===== src/hw/ptg_cfg.svh =====
// Constants for the PWM ADC trigger generator
// Operation
// - Primary 16-bit compare matching local time base gives raw primary trigger.
// - Primary trigger interrupts only when trigger_irq_enable is set; the code's primary status bit still drives irq through mask bit 1 without it.
// - Compare value zero triggers at the PWM period boundary.
// - Divider passes one event in (field plus one); 0000 every, 1111 sixteenth.
// - Every raw primary event goes through divider; phase ignored in single-cycle.
// - Primary phase 10 in dual-cycle counts only up-counting matches.
// - Primary phase 01 in dual-cycle counts only down-counting matches.
// - Primary phase 00 counts every match; two per dual-cycle period.
// - Reserved primary phase 11 behaves like 00.
// - Dual-cycle compare of zero or period gives one interrupt per cycle.
// - Secondary phase selects halves like primary; 00 and 11 count all.
// - Secondary raw events use their own separate divider; the code shares the primary divider field.
// - Dual trigger merge set ORs secondary into primary ADC trigger.
// - Secondary triggers are produced whatever the merge bit says.
// - Irq source bit picks secondary; else primary, or OR when merging.
// - Secondary 16-bit compare triggers ADC; interrupts with enable and merge.
`ifndef PTG_CFG_SVH
`define PTG_CFG_SVH

`define PTG_ADDR_PRI_CMP 4'h0
`define PTG_ADDR_CTRL 4'h1
`define PTG_ADDR_SEC_CMP 4'h2
`define PTG_ADDR_STATUS 4'h3
`define PTG_ADDR_MASK 4'h4
`define PTG_ADDR_CHAN 4'h5

`define PTG_DIV_HI 15
`define PTG_DIV_LO 12
`define PTG_PSEL_HI 11
`define PTG_PSEL_LO 10
`define PTG_SSEL_HI 9
`define PTG_SSEL_LO 8
`define PTG_MERGE_BIT 7
`define PTG_ISRC_BIT 6
`define PTG_CTRL_MASK 32'h0000ffc0
`define PTG_CMP_MASK 32'h0000ffff
`define PTG_CHAN_IEN_BIT 21
`define PTG_CHAN_DUAL_BIT 0

`define PTG_PHASE_UP 2'h2
`define PTG_PHASE_DOWN 2'h1

`define PTG_STAT_IRQ 0
`define PTG_STAT_PRI 1
`define PTG_STAT_SEC 2
`define PTG_STAT_W 3

`endif


===== src/hw/ptg_pkg.sv =====
// Types for the PWM ADC trigger generator
package ptg_pkg;
    typedef struct packed {
        logic [3:0] div;
        logic [1:0] pri_phase;
        logic [1:0] sec_phase;
        logic merge;
        logic irq_src;
    } ptg_ctrl_t;

    typedef struct packed {
        logic [15:0] count;
        logic [15:0] period;
        logic dir;
        logic dual_cycle;
    } ptg_tbase_t;

    typedef struct packed {
        logic pri;
        logic sec;
        logic adc;
    } ptg_trig_t;

    typedef enum logic [1:0] {
        PTG_BUS_IDLE = 2'b00,
        PTG_BUS_DONE = 2'b01
    } ptg_bus_t;
endpackage : ptg_pkg


===== src/hw/ptg_trigger_gen.sv =====
// PWM ADC trigger generator with Avalon-MM register slave
`timescale 1ns/1ps
`include "ptg_cfg.svh"

// Overview
// Two compare paths, primary and secondary, watch the local time base.
// A match counts once per count value, so a stalled count cannot retrigger.
// Dual-cycle phase codes pick the up or down half of each period.
// Compares at zero or at the period are seen once per dual cycle anyway.
// Each path has its own divider counter; both read one divider field.
// The merge bit folds secondary pulses into the ADC trigger.
// The source bit picks which fired path raises the interrupt event.
// Status bits are sticky and clear on the read that returns them.
// Trigger outputs are registered: one cycle late, one cycle wide.
// Register bus: every access costs exactly two cycles.
// Writes land on the first edge, while waitrequest is still high.
// Read data are captured on that edge too and stand until the next read.
// Phase, merge and source bits are frozen while the module is enabled.
// Limitation: the divider field is shared, so both paths divide alike.
// Limitation: a count that repeats the same value is not a new match.
// Trade-off: the match compare is combinational from the time base,
// which keeps latency at one cycle but puts it on the input timing path.
// Time-base inputs come from this clock domain and are not synchronised.

module ptg_trigger_gen
    import ptg_pkg::*;
#(
    // Compare width follows the time-base count width
    parameter int CMP_W = 16,
    // Divider counter width follows the divider field
    parameter int DIV_W = 4
)
(
    input wire logic clock,
    input wire logic nrst,
    input wire logic [3:0] avs_address,
    input wire logic avs_read,
    input wire logic avs_write,
    input wire logic [31:0] avs_writedata,
    input wire logic [3:0] avs_byteenable,
    output logic [31:0] avs_readdata,
    output logic avs_waitrequest,
    input wire ptg_tbase_t tbase,
    input wire logic module_enable,
    output ptg_trig_t trig,
    output logic irq
);

    // Widths that the register layout cannot hold are refused
    if (CMP_W != 16)
    begin : g_bad_cmp_w
        $error("compare width must equal the time-base count width");
    end
    if (DIV_W != (`PTG_DIV_HI - `PTG_DIV_LO + 1))
    begin : g_bad_div_w
        $error("divider width must equal the divider field width");
    end

    // Compare values and control fields
    logic [CMP_W-1:0] pri_cmp_q;
    logic [CMP_W-1:0] sec_cmp_q;
    ptg_ctrl_t ctrl_q;
    logic trig_irq_en_q;

    // Interrupt status and mask, one layout
    logic [`PTG_STAT_W-1:0] status_q;
    logic [`PTG_STAT_W-1:0] mask_q;

    // Time-base history
    logic [15:0] prev_count_q;
    logic tb_valid_q;

    // Bus state and registered read data
    ptg_bus_t bus_q;
    ptg_bus_t bus_d;
    logic [31:0] rdata_q;

    // Output pulses and interrupt level
    ptg_trig_t trig_q;
    logic irq_q;

    // Byte-enable write merge for compare and control writes; lanes left low keep their old bits
    wire [31:0] be_mask = {{8{avs_byteenable[3]}}, {8{avs_byteenable[2]}},
                           {8{avs_byteenable[1]}}, {8{avs_byteenable[0]}}};

    // Request state; a request is taken only in the idle cycle
    wire acc_done = (bus_q == PTG_BUS_DONE);
    wire wr_go = avs_write && !acc_done;
    wire rd_go = avs_read && !acc_done;

    // Register address decode
    wire at_pri = (avs_address == `PTG_ADDR_PRI_CMP);
    wire at_ctrl = (avs_address == `PTG_ADDR_CTRL);
    wire at_sec = (avs_address == `PTG_ADDR_SEC_CMP);
    wire at_status = (avs_address == `PTG_ADDR_STATUS);
    wire at_mask = (avs_address == `PTG_ADDR_MASK);
    wire at_chan = (avs_address == `PTG_ADDR_CHAN);

    // Write strobes, one per register except status, each lasting one cycle
    wire wr_pri = wr_go && at_pri;
    wire wr_ctrl = wr_go && at_ctrl;
    wire wr_sec = wr_go && at_sec;
    wire wr_mask = wr_go && at_mask;
    wire wr_chan = wr_go && at_chan;
    // Status is cleared by the read that returns it
    wire rd_status = rd_go && at_status;

    // Current control word, unused bits zero
    wire [31:0] ctrl_word = {16'h0000, ctrl_q.div, ctrl_q.pri_phase, ctrl_q.sec_phase,
                             ctrl_q.merge, ctrl_q.irq_src, 6'h00};
    // Merged new words
    wire [31:0] ctrl_new = ((ctrl_word & ~be_mask) | (avs_writedata & be_mask))
                           & `PTG_CTRL_MASK;
    wire [31:0] pri_new = (({16'h0000, pri_cmp_q} & ~be_mask) | (avs_writedata & be_mask));
    wire [31:0] sec_new = (({16'h0000, sec_cmp_q} & ~be_mask) | (avs_writedata & be_mask));
    // Only the lane that holds the enable bit may change it
    wire chan_word_ien = avs_byteenable[2] ? avs_writedata[`PTG_CHAN_IEN_BIT]
                                           : trig_irq_en_q;

    // Phase, merge and source bits freeze while the module runs, so a
    // late write cannot split one PWM period between two modes
    wire [31:0] ctrl_keep = {ctrl_new[31:`PTG_PSEL_HI+1],
                             ctrl_word[`PTG_PSEL_HI:`PTG_ISRC_BIT],
                             ctrl_new[`PTG_ISRC_BIT-1:0]};
    wire [31:0] ctrl_wr = module_enable ? ctrl_keep : ctrl_new;

    // Read mux, unmapped addresses read zero
    logic [31:0] rd_mux;
    always_comb
    begin
        case (avs_address)
            `PTG_ADDR_PRI_CMP: rd_mux = {16'h0000, pri_cmp_q};
            `PTG_ADDR_CTRL: rd_mux = ctrl_word;
            `PTG_ADDR_SEC_CMP: rd_mux = {16'h0000, sec_cmp_q};
            `PTG_ADDR_STATUS: rd_mux = {29'h0, status_q};
            `PTG_ADDR_MASK: rd_mux = {29'h0, mask_q};
            `PTG_ADDR_CHAN: rd_mux = {10'h000, trig_irq_en_q, 21'h000000};
            default: rd_mux = 32'h00000000;
        endcase
    end

    // Time-base match detection; a count change qualifies each match once,
    // so a time base that holds its value does not fire every cycle
    wire tb_moved = !tb_valid_q || (tbase.count != prev_count_q);

    // Phase filters; codes 00 and 11 pass all, single-cycle ignores phase
    function automatic logic phase_ok(input logic [1:0] sel, input logic dir,
                                      input logic dual, input logic edge_pt);
        logic ok;
        ok = 1'b1;
        if (dual && !edge_pt)
        begin
            if (sel == `PTG_PHASE_UP)
                ok = !dir;
            else if (sel == `PTG_PHASE_DOWN)
                ok = dir;
        end
        return ok;
    endfunction : phase_ok

    // Per-path operands, index 0 primary and 1 secondary
    wire [CMP_W-1:0] cmp_v [0:1];
    wire [1:0] sel_v [0:1];
    wire [1:0] hit_v;
    wire [1:0] edge_v;
    wire [1:0] raw_v;
    wire [1:0] fire_v;
    assign cmp_v[0] = pri_cmp_q;
    assign cmp_v[1] = sec_cmp_q;
    assign sel_v[0] = ctrl_q.pri_phase;
    assign sel_v[1] = ctrl_q.sec_phase;

    // One compare, phase filter and divider per path
    for (genvar i = 0; i < 2; i++)
    begin : g_path
        logic [DIV_W-1:0] cnt_q;
        // Zero compare fires at rollover, which is the count reaching zero
        assign hit_v[i] = tb_moved && (tbase.count == cmp_v[i]);
        // At zero or period the turnaround is seen once per dual cycle
        assign edge_v[i] = (cmp_v[i] == 16'h0000) || (cmp_v[i] == tbase.period);
        assign raw_v[i] = hit_v[i] && phase_ok(sel_v[i], tbase.dir, tbase.dual_cycle,
                                               edge_v[i]);
        // Fires when the count reaches the shared divider field
        assign fire_v[i] = raw_v[i] && (cnt_q >= ctrl_q.div);

        // Restart after each output, so the spacing is exactly
        // the divider field plus one raw events
        always_ff @(posedge clock)
        begin
            if (!nrst)
                cnt_q <= '0;
            else if (fire_v[i])
                cnt_q <= '0;
            else if (raw_v[i])
                cnt_q <= cnt_q + 1'b1;
        end
    end : g_path

    // Named views of the two paths
    wire pri_fire = fire_v[0];
    wire sec_fire = fire_v[1];

    // Interrupt source selection
    wire irq_event = trig_irq_en_q && (ctrl_q.irq_src ? sec_fire
                     : (pri_fire || (ctrl_q.merge && sec_fire)));
    wire [`PTG_STAT_W-1:0] stat_set = {sec_fire, pri_fire, irq_event};
    // Next status; a new event wins over the clear-on-read
    wire [`PTG_STAT_W-1:0] status_d = (rd_status ? '0 : status_q) | stat_set;

    // Bus handshake: one wait cycle, answer on the second edge
    always_comb
    begin
        case (bus_q)
            PTG_BUS_IDLE: bus_d = (avs_read || avs_write) ? PTG_BUS_DONE : PTG_BUS_IDLE;
            PTG_BUS_DONE: bus_d = PTG_BUS_IDLE;
            default: bus_d = PTG_BUS_IDLE;
        endcase
    end

    // Done lasts one cycle, so even back-to-back
    // requests each pay their one wait cycle
    always_ff @(posedge clock)
    begin
        if (!nrst)
            bus_q <= PTG_BUS_IDLE;
        else
            bus_q <= bus_d;
    end

    // Read data captured while waitrequest is high
    always_ff @(posedge clock)
    begin
        if (!nrst)
            rdata_q <= 32'h00000000;
        else if (rd_go)
            rdata_q <= rd_mux;
    end

    // Primary compare value
    always_ff @(posedge clock)
    begin
        if (!nrst)
            pri_cmp_q <= '0;
        else if (wr_pri)
            pri_cmp_q <= pri_new[CMP_W-1:0];
    end

    // Secondary compare value
    always_ff @(posedge clock)
    begin
        if (!nrst)
            sec_cmp_q <= '0;
        else if (wr_sec)
            sec_cmp_q <= sec_new[CMP_W-1:0];
    end

    // Trigger control; frozen fields were merged in above
    always_ff @(posedge clock)
    begin
        if (!nrst)
            ctrl_q <= '0;
        else if (wr_ctrl)
            ctrl_q <= ptg_ctrl_t'(ctrl_wr[`PTG_DIV_HI:`PTG_ISRC_BIT]);
    end

    // Channel copy of the trigger interrupt enable
    always_ff @(posedge clock)
    begin
        if (!nrst)
            trig_irq_en_q <= 1'b0;
        else if (wr_chan)
            trig_irq_en_q <= chan_word_ien;
    end

    // Interrupt mask
    always_ff @(posedge clock)
    begin
        if (!nrst)
            mask_q <= '0;
        else if (wr_mask)
            mask_q <= avs_writedata[`PTG_STAT_W-1:0];
    end

    // Sticky status
    always_ff @(posedge clock)
    begin
        if (!nrst)
            status_q <= '0;
        else
            status_q <= status_d;
    end

    // Last count seen, for single match per count value
    always_ff @(posedge clock)
    begin
        if (!nrst)
            prev_count_q <= 16'h0000;
        else
            prev_count_q <= tbase.count;
    end

    // History valid; the first cycle after reset counts as moved
    always_ff @(posedge clock)
    begin
        if (!nrst)
            tb_valid_q <= 1'b0;
        else
            tb_valid_q <= 1'b1;
    end

    // Registered one-cycle trigger pulses
    always_ff @(posedge clock)
    begin
        if (!nrst)
            trig_q <= '0;
        else
        begin
            trig_q.pri <= pri_fire;
            trig_q.sec <= sec_fire;
            trig_q.adc <= pri_fire || (ctrl_q.merge && sec_fire);
        end
    end

    // Level interrupt from the status about to be stored, so it
    // rises with the trigger pulse and falls with the clearing read
    always_ff @(posedge clock)
    begin
        if (!nrst)
            irq_q <= 1'b0;
        else
            irq_q <= |(status_d & mask_q);
    end

    // Port drivers
    assign avs_waitrequest = (avs_read || avs_write) && !acc_done;
    assign avs_readdata = rdata_q;
    assign trig = trig_q;
    assign irq = irq_q;

endmodule : ptg_trigger_gen


===== config.mk =====
export PLATFORM = sky130hd
export DESIGN_NAME = ptg_trigger_gen
export DESIGN_NICKNAME = d
export VERILOG_FILES = /design/src/hw/ptg_pkg.sv /design/src/hw/ptg_trigger_gen.sv
export VERILOG_INCLUDE_DIRS = /design/src /design/src/hw
export SDC_FILE = /design/constraint.sdc
export NUM_CORES = 1
export LEC_CHECK = 0
export BUFFER_PORTS_ARGS = -buffer_cell sky130_fd_sc_hd__buf_2
export CORE_MARGIN = 1
export CORE_UTILIZATION = 40
export DETAILED_ROUTE_END_ITERATION = 16
export HOLD_SLACK_MARGIN = 0.02
export SKIP_LAST_GASP = 1
export SLEW_MARGIN = 30
export SYNTH_ARGS = -nofsm -noshare
export SYNTH_HDL_FRONTEND = slang
export SYNTH_SLANG_ARGS = --single-unit

===== constraint.sdc =====
create_clock -name clock -period 2.4 [get_ports clock]
set_clock_uncertainty 0.1 [all_clocks]
set_input_delay 0.6 -clock clock [delete_from_list [all_inputs] [get_ports clock]]
set_output_delay 0.6 -clock clock [all_outputs]
set_load 0.005 [all_outputs]

==> results.cfg, run 1 <==
[worst_setup_path]
cpLargestDelayFamily = simple AND/OR/NAND/NOR gates
crit_chain = xnor2_1, nand4_1, nor4_1, o21ai_1, nor2_2, nand2_1, o32ai_1
rr_worst_depth = 7
cp_max_fo = 5
max_stage_delay_ns = 0.51
critPathSlowestCell = dfxtp_1
crit_required_ns = 2.55
crit_buf_inv = 0
ff2ff_setup_slack_ns = 0.21
worstPathArrival_ns = 2.34
rr_endpoint = g_path[1].cnt_q[3]
startpoint_type = register
end_kind = register
crit_path_end = g_path[1].cnt_q[3]
path_depth = 7
worst-setup-path-type = reg -> reg

[power]
power_leakage_nw = 2.316
total_power_w = 0.003404
p_per_area_nw_per_um2 = 557.0
irDropWorstVdd_v = 0.0003082

[floorplanning]
dieArea_um2 = 12910
rows = 40
die_w_um = 113.6
die_y_um = 113.6
start_util_pct = 41.33
core_area_um2 = 12060
pin_count = 116

[clock_network]
clk_latency_ns = 0.34
post_cts_buffers = 0
htreeDepth = 3
clk_root_buffer_cell = clkbuf_16
hold_buffers = 0
clk_pin_slew_ns = 0.07
cts.sinks = 96
cts_buffers = 9
cts_tree = done
cts_resized = 0
clk_path_buf_depth = 2

[routing]
wl_per_cell_um = 16.72
vias_per_cell = 5.233
drt_drc_violations_left = 0
first_iter_violations = 238
antenna_left = 0
drt_wl_total_um = 14090
num_vias = 4411
firstDrtPassIters = 7

[synth]
synth_compound_area_share_pct = 9.714
synth_xor_area_share_pct = 14.06
synth_top_family_by_area = simple AND/OR/NAND/NOR gates
synthTopCellsByArea = dfxtp_1 (39%), xnor2_1 (12%), mux2i_1 (11%)
synth_cells = 555
synth.distinct_cells = 41
yosys_register_bits = 96
synth_mux_area_share_pct = 10.64
synth-seq-area-share_pct = 38.55
avgSynthCellArea_um2 = 8.982
synthAdderAreaFrac_pct = 2.510
synthesis.area_um2 = 4985
yosysTopAreaCellShare_pct = 38.55
synth_edf_count = 0
ys_warn_count = 0
synth_top_area_cell = dfxtp_1
synthSimpleGateAreaFrac_pct = 20.01
async_reset_ff_share_pct = 0
synth_top_flop_cell = dfxtp_1

[timing]
whs_ns = 0.3660
slew_violations = 0
tightest_slew_ns = 0.9415
max_freq_mhz = 456.6
min_period_ns = 2.190
rsz0062_at_grt = false
fin_ws_ns = 0.2098
relSlewSlack_pct = 37.00
post-route-period-util_pct = 91.26
setup_viol = 0
finalHoldViolations = 0

[status]
status = complete, no violations

[placed_design]
dp_hpwl_um = 11080
place_inst = 827
dp_slack_ns = -0.1163
gp_congestion = 0.9783
numPortBuffers = 84

[cells_and_area]
drive_above_1_share_pct = 22.22
nets = 759
area_growth_pct = 22.59
instances_no_fill = 843
diodes = 0

[global_route]
grt_pass1_vias = 4342
grt_max_degree = 75
grt_remaining_overflow = 0
track_usage_pct = 23.08
grt_pass1_wl_um = 22870
antenna_found_initial = 0

[min_path]
hp-class = reg -> reg

[job]
cap_violations = 0
-- worst reg2reg max path, delay by kind of cell, from the launching register on --
| family | cells | cell delay [ns] |
|---|---|---|
| AO/OA/AOI/OAI | 2 | 0.49 |
| XOR/XNOR | 1 | 0.16 |
| flip-flops | 1 | 0.51 |
| AND/OR/NAND/NOR | 4 | 0.85 |
-- kinds of logic after synthesis --
logic type / Yosys count
AND/OR/NAND/NOR: 201
flip-flops: 96
XOR/XNOR: 80
AO/OA/AOI/OAI: 71
multiplexers: 53
buffers and inverters: 43
adder cells (fa/ha/maj): 10
other: 1
-- synth_stat cells, types with 10 or more instances --
cell      count
xnor2_1      70
a222oi_1     11
ha_1         10
nor2_1       95
mux2i_1      53
nor4_1       14
dfxtp_1      96
xor2_1       10
a21oi_1      22
buf_4        15
clkbuf_1     15
and2_1       16
nand4_1      21
nand2_1      20
-- area by class of cell --
class / count / area (µm²)
repair buffers: 124 / 745.7
flip-flops and latches: 96 / 1922
inverters: 9 / 33.78
fillers: 1168 / 5951
well taps: 168 / 210.2
clock buffers: 9 / 225.2
multi-input cells: 430 / 2894
clock inverters: 7 / 80.08
-- power by group --
group	total, W	internal [W]	leakage [nW]	switching, W
Clock	0.00145	0.000818	0.143	0.000635
Sequential	0.00163	0.00161	0.778	0.0000150
Combinational	0.000322	0.000144	1.39	0.000177
-- cells in the final DEF, fill, tap and decap left out, drive strengths merged, types with 2 or more instances in the layout --
cell type / count
clkinv: 2
nand4: 21
dfxtp: 96
nand2: 20
o22ai: 6
clkinvlp: 2
inv: 11
o21ai: 11
a21o: 2
xnor2: 70
a222oi: 11
nand3: 9
and2: 17
a22oi: 6
ha: 10
mux2i: 53
nor4: 14
a21boi: 2
nor2b: 2
nor2: 97
a211oi: 3
or3: 2
nand2b: 4
conb: 15
nand3b: 5
clkbuf: 9
buf: 124
nor3: 10
xor2: 10
o21a: 3
a21oi: 22
-- through the flow --
| step | TNS [ns] | utilization, % | cell area [µm²] |
|---|---|---|---|
| 2_1_floorplan | 0 | - | 5037 |
| 3_3_place_gp | -0.5142 | 48.13 | 5806 |
| 3_5_place_dp | -0.5023 | 48.13 | 5806 |
| 4_1_cts | 0 | 50.66 | 6111 |
| 5_1_grt | 0 | 50.66 | 6111 |
| 6_report | 0 | 50.66 | 6111 |
-- metal layers --
layer / share of wire [%] / up-vias / global-route usage (%)
met2: 46 / 159 / 37.07
met4: 2.7 / 0 / 10.00
met5: 0 / - / 0
met3: 5.4 / 28 / 4.038
met1: 46 / 2081 / 30.45
li1: - / 2143 / -
-- worst min path at each step --
stage,from,to,cells past startpoint
floorplan,bus_q[0],bus_q[0],1
global placement,bus_q[0],bus_q[0],1
detailed placement,bus_q[0],bus_q[0],1
CTS,bus_q[0],bus_q[0],1
global route,bus_q[0],bus_q[0],1
finish,bus_q[0],bus_q[0],1
(Power assumes the default switching activity.)
==> run 2: changes to the inputs <==
==> constraint.sdc (replaced) <==
create_clock -name clock -period 2.3 [get_ports clock]
set_clock_uncertainty 0.1 [all_clocks]
set_input_delay 0.575 -clock clock [delete_from_list [all_inputs] [get_ports clock]]
set_output_delay 0.575 -clock clock [all_outputs]
set_load 0.005 [all_outputs]
==> run 2 against run 1 <==
Count of clock-buffer cells in the layout unchanged. Power rose by 7.4%. Critical endpoint unchanged. Largest power group unchanged. Largest cell class unchanged. Maximum frequency grew 0.76%. Highest routed layer unchanged.
==> results.cfg, run 2 (same netlist as run 1, synthesis figures left out) <==
[worst_setup_path]
crit_required_ns = 2.46
startpoint_type = register
worst-setup-path-type = reg -> reg
ff2ff_setup_slack_ns = 0.13
rr_worst_depth = 8
end_kind = register
worstPathArrival_ns = 2.33
rr_endpoint = g_path[1].cnt_q[3]
crit_path_end = g_path[1].cnt_q[3]
cp_max_fo = 4

[global_route]
grt_remaining_overflow = 0
track_usage_pct = 23.36
antenna_found_initial = 0
grt_pass1_vias = 4232
grt_max_degree = 75
grt_pass1_wl_um = 22780

[timing]
tns_ns = 0
max_freq_mhz = 460.0
finalHoldViolations = 0
relSlewSlack_pct = 37.83
whs_ns = 0.3680
post-route-period-util_pct = 94.51
slew_violations = 0
setup_viol = 0
tightest_slew_ns = 0.9291
rsz0062_at_grt = false
min_period_ns = 2.174

[clock_network]
hold_buffers = 0
cts_buffers = 9
cts_tree = done
clk_path_buf_depth = 2
htreeDepth = 3
cts.sinks = 96
clk_latency_ns = 0.34
clk_pin_slew_ns = 0.07
clk_root_buffer_cell = clkbuf_16

[floorplanning]
start_util_pct = 41.33
core_area_um2 = 12060
die_w_um = 113.6
rows = 40
die_y_um = 113.6
dieArea_um2 = 12910
pin_count = 116

[min_path]
hp-class = reg -> reg

[cells_and_area]
area_growth_pct = 25.08
num-fill-cells = 1162
diodes = 0
drive_above_1_share_pct = 24.16
nets = 771
final_cell_mix = nor2_1 (95), dfxtp_1 (95), buf_2 (84)
final_area_um2 = 6235

[routing]
drt_wl_total_um = 14440
num_vias = 4445
wl_per_cell_um = 16.89
firstDrtPassIters = 6
antenna_left = 0
top_layer = met4
vias_per_cell = 5.199
dr_wl_met2_um = 6769
wl_met1_um = 6695
met3_length_um = 626
drt_drc_violations_left = 0
first_iter_violations = 224

[power]
irDropWorstVdd_v = 0.0003852
total_power_w = 0.003654
power_leakage_nw = 2.398
p_per_area_nw_per_um2 = 586.1

[placed_design]
dp_hpwl_um = 11290
postPlaceCellArea_um2 = 5881
gp_congestion = 0.9181
numPortBuffers = 84

[status]
status = complete, no violations

[job]
cap_violations = 0
run 2: stage by stage:
stage | worst slack, ns | utilization, % | cells
final | 0.1262 | 51.69 | 855
after global routing | 0.04814 | 51.69 | 855
after CTS | 0.06265 | 51.41 | 853
after detailed placement | -0.2256 | 48.76 | 837
after global placement | -0.1741 | 48.76 | 837
after floorplan | 0.2150 | - | 569
run 2: worst max-delay path, cell delays in order, from the launching register on:
cell and delay (ns):
dfxtp_1 0.42, buf_4 0.16, xnor2_1 0.11, nand4_1 0.12, nor4_2 0.37, o21ai_2 0.17, nor2_2 0.25, nand2_1 0.11
o32ai_1 0.26
run 2: layout make-up:
class | count | area [µm²] | share of cell area (%)
clock inverter | 7 | 95.09 | 1.525
inverter | 9 | 33.78 | 0.5418
tap | 168 | 210.2 | 3.371
timing repair buffer | 136 | 835.8 | 13.41
sequential | 96 | 1923 | 30.84
multi-input combinational | 430 | 2912 | 46.70
clock buffer | 9 | 225.2 | 3.612
run 2: per-layer routing:
layer	up-vias	GRT usage (%)
met5	-	0
met4	0	10.09
met2	132	38.09
met3	22	2.922
met1	2113	31.13
li1	2178	-
run 2: worst min-delay path by stage:
stage                                  from            end  slack, ns  cells after the start
after floorplan                    bus_q[0]       bus_q[0]       0.34                      1
after global placement             bus_q[0]       bus_q[0]       0.35                      1
after detailed placement           bus_q[0]       bus_q[0]       0.36                      1
after CTS                 avs_writedata[21]  trig_irq_en_q       0.37                      3
after global routing      avs_writedata[21]  trig_irq_en_q       0.38                      3
final                              bus_q[0]       bus_q[0]       0.37                      1
run 2: what timing repair did:
item / in CTS / in global routing
gates resized for setup: 0 / 4
hold endpoints to repair: 0 / 0
buffers inserted: 0 / 2
endpoints found under the setup margin: 0 / 5
run 2: report_power, final:
part           internal (W)  switching [W]  leakage (nW)
Combinational      0.000155       0.000189          1.46
Sequential          0.00168      0.0000153         0.779
Clock              0.000954       0.000657         0.156
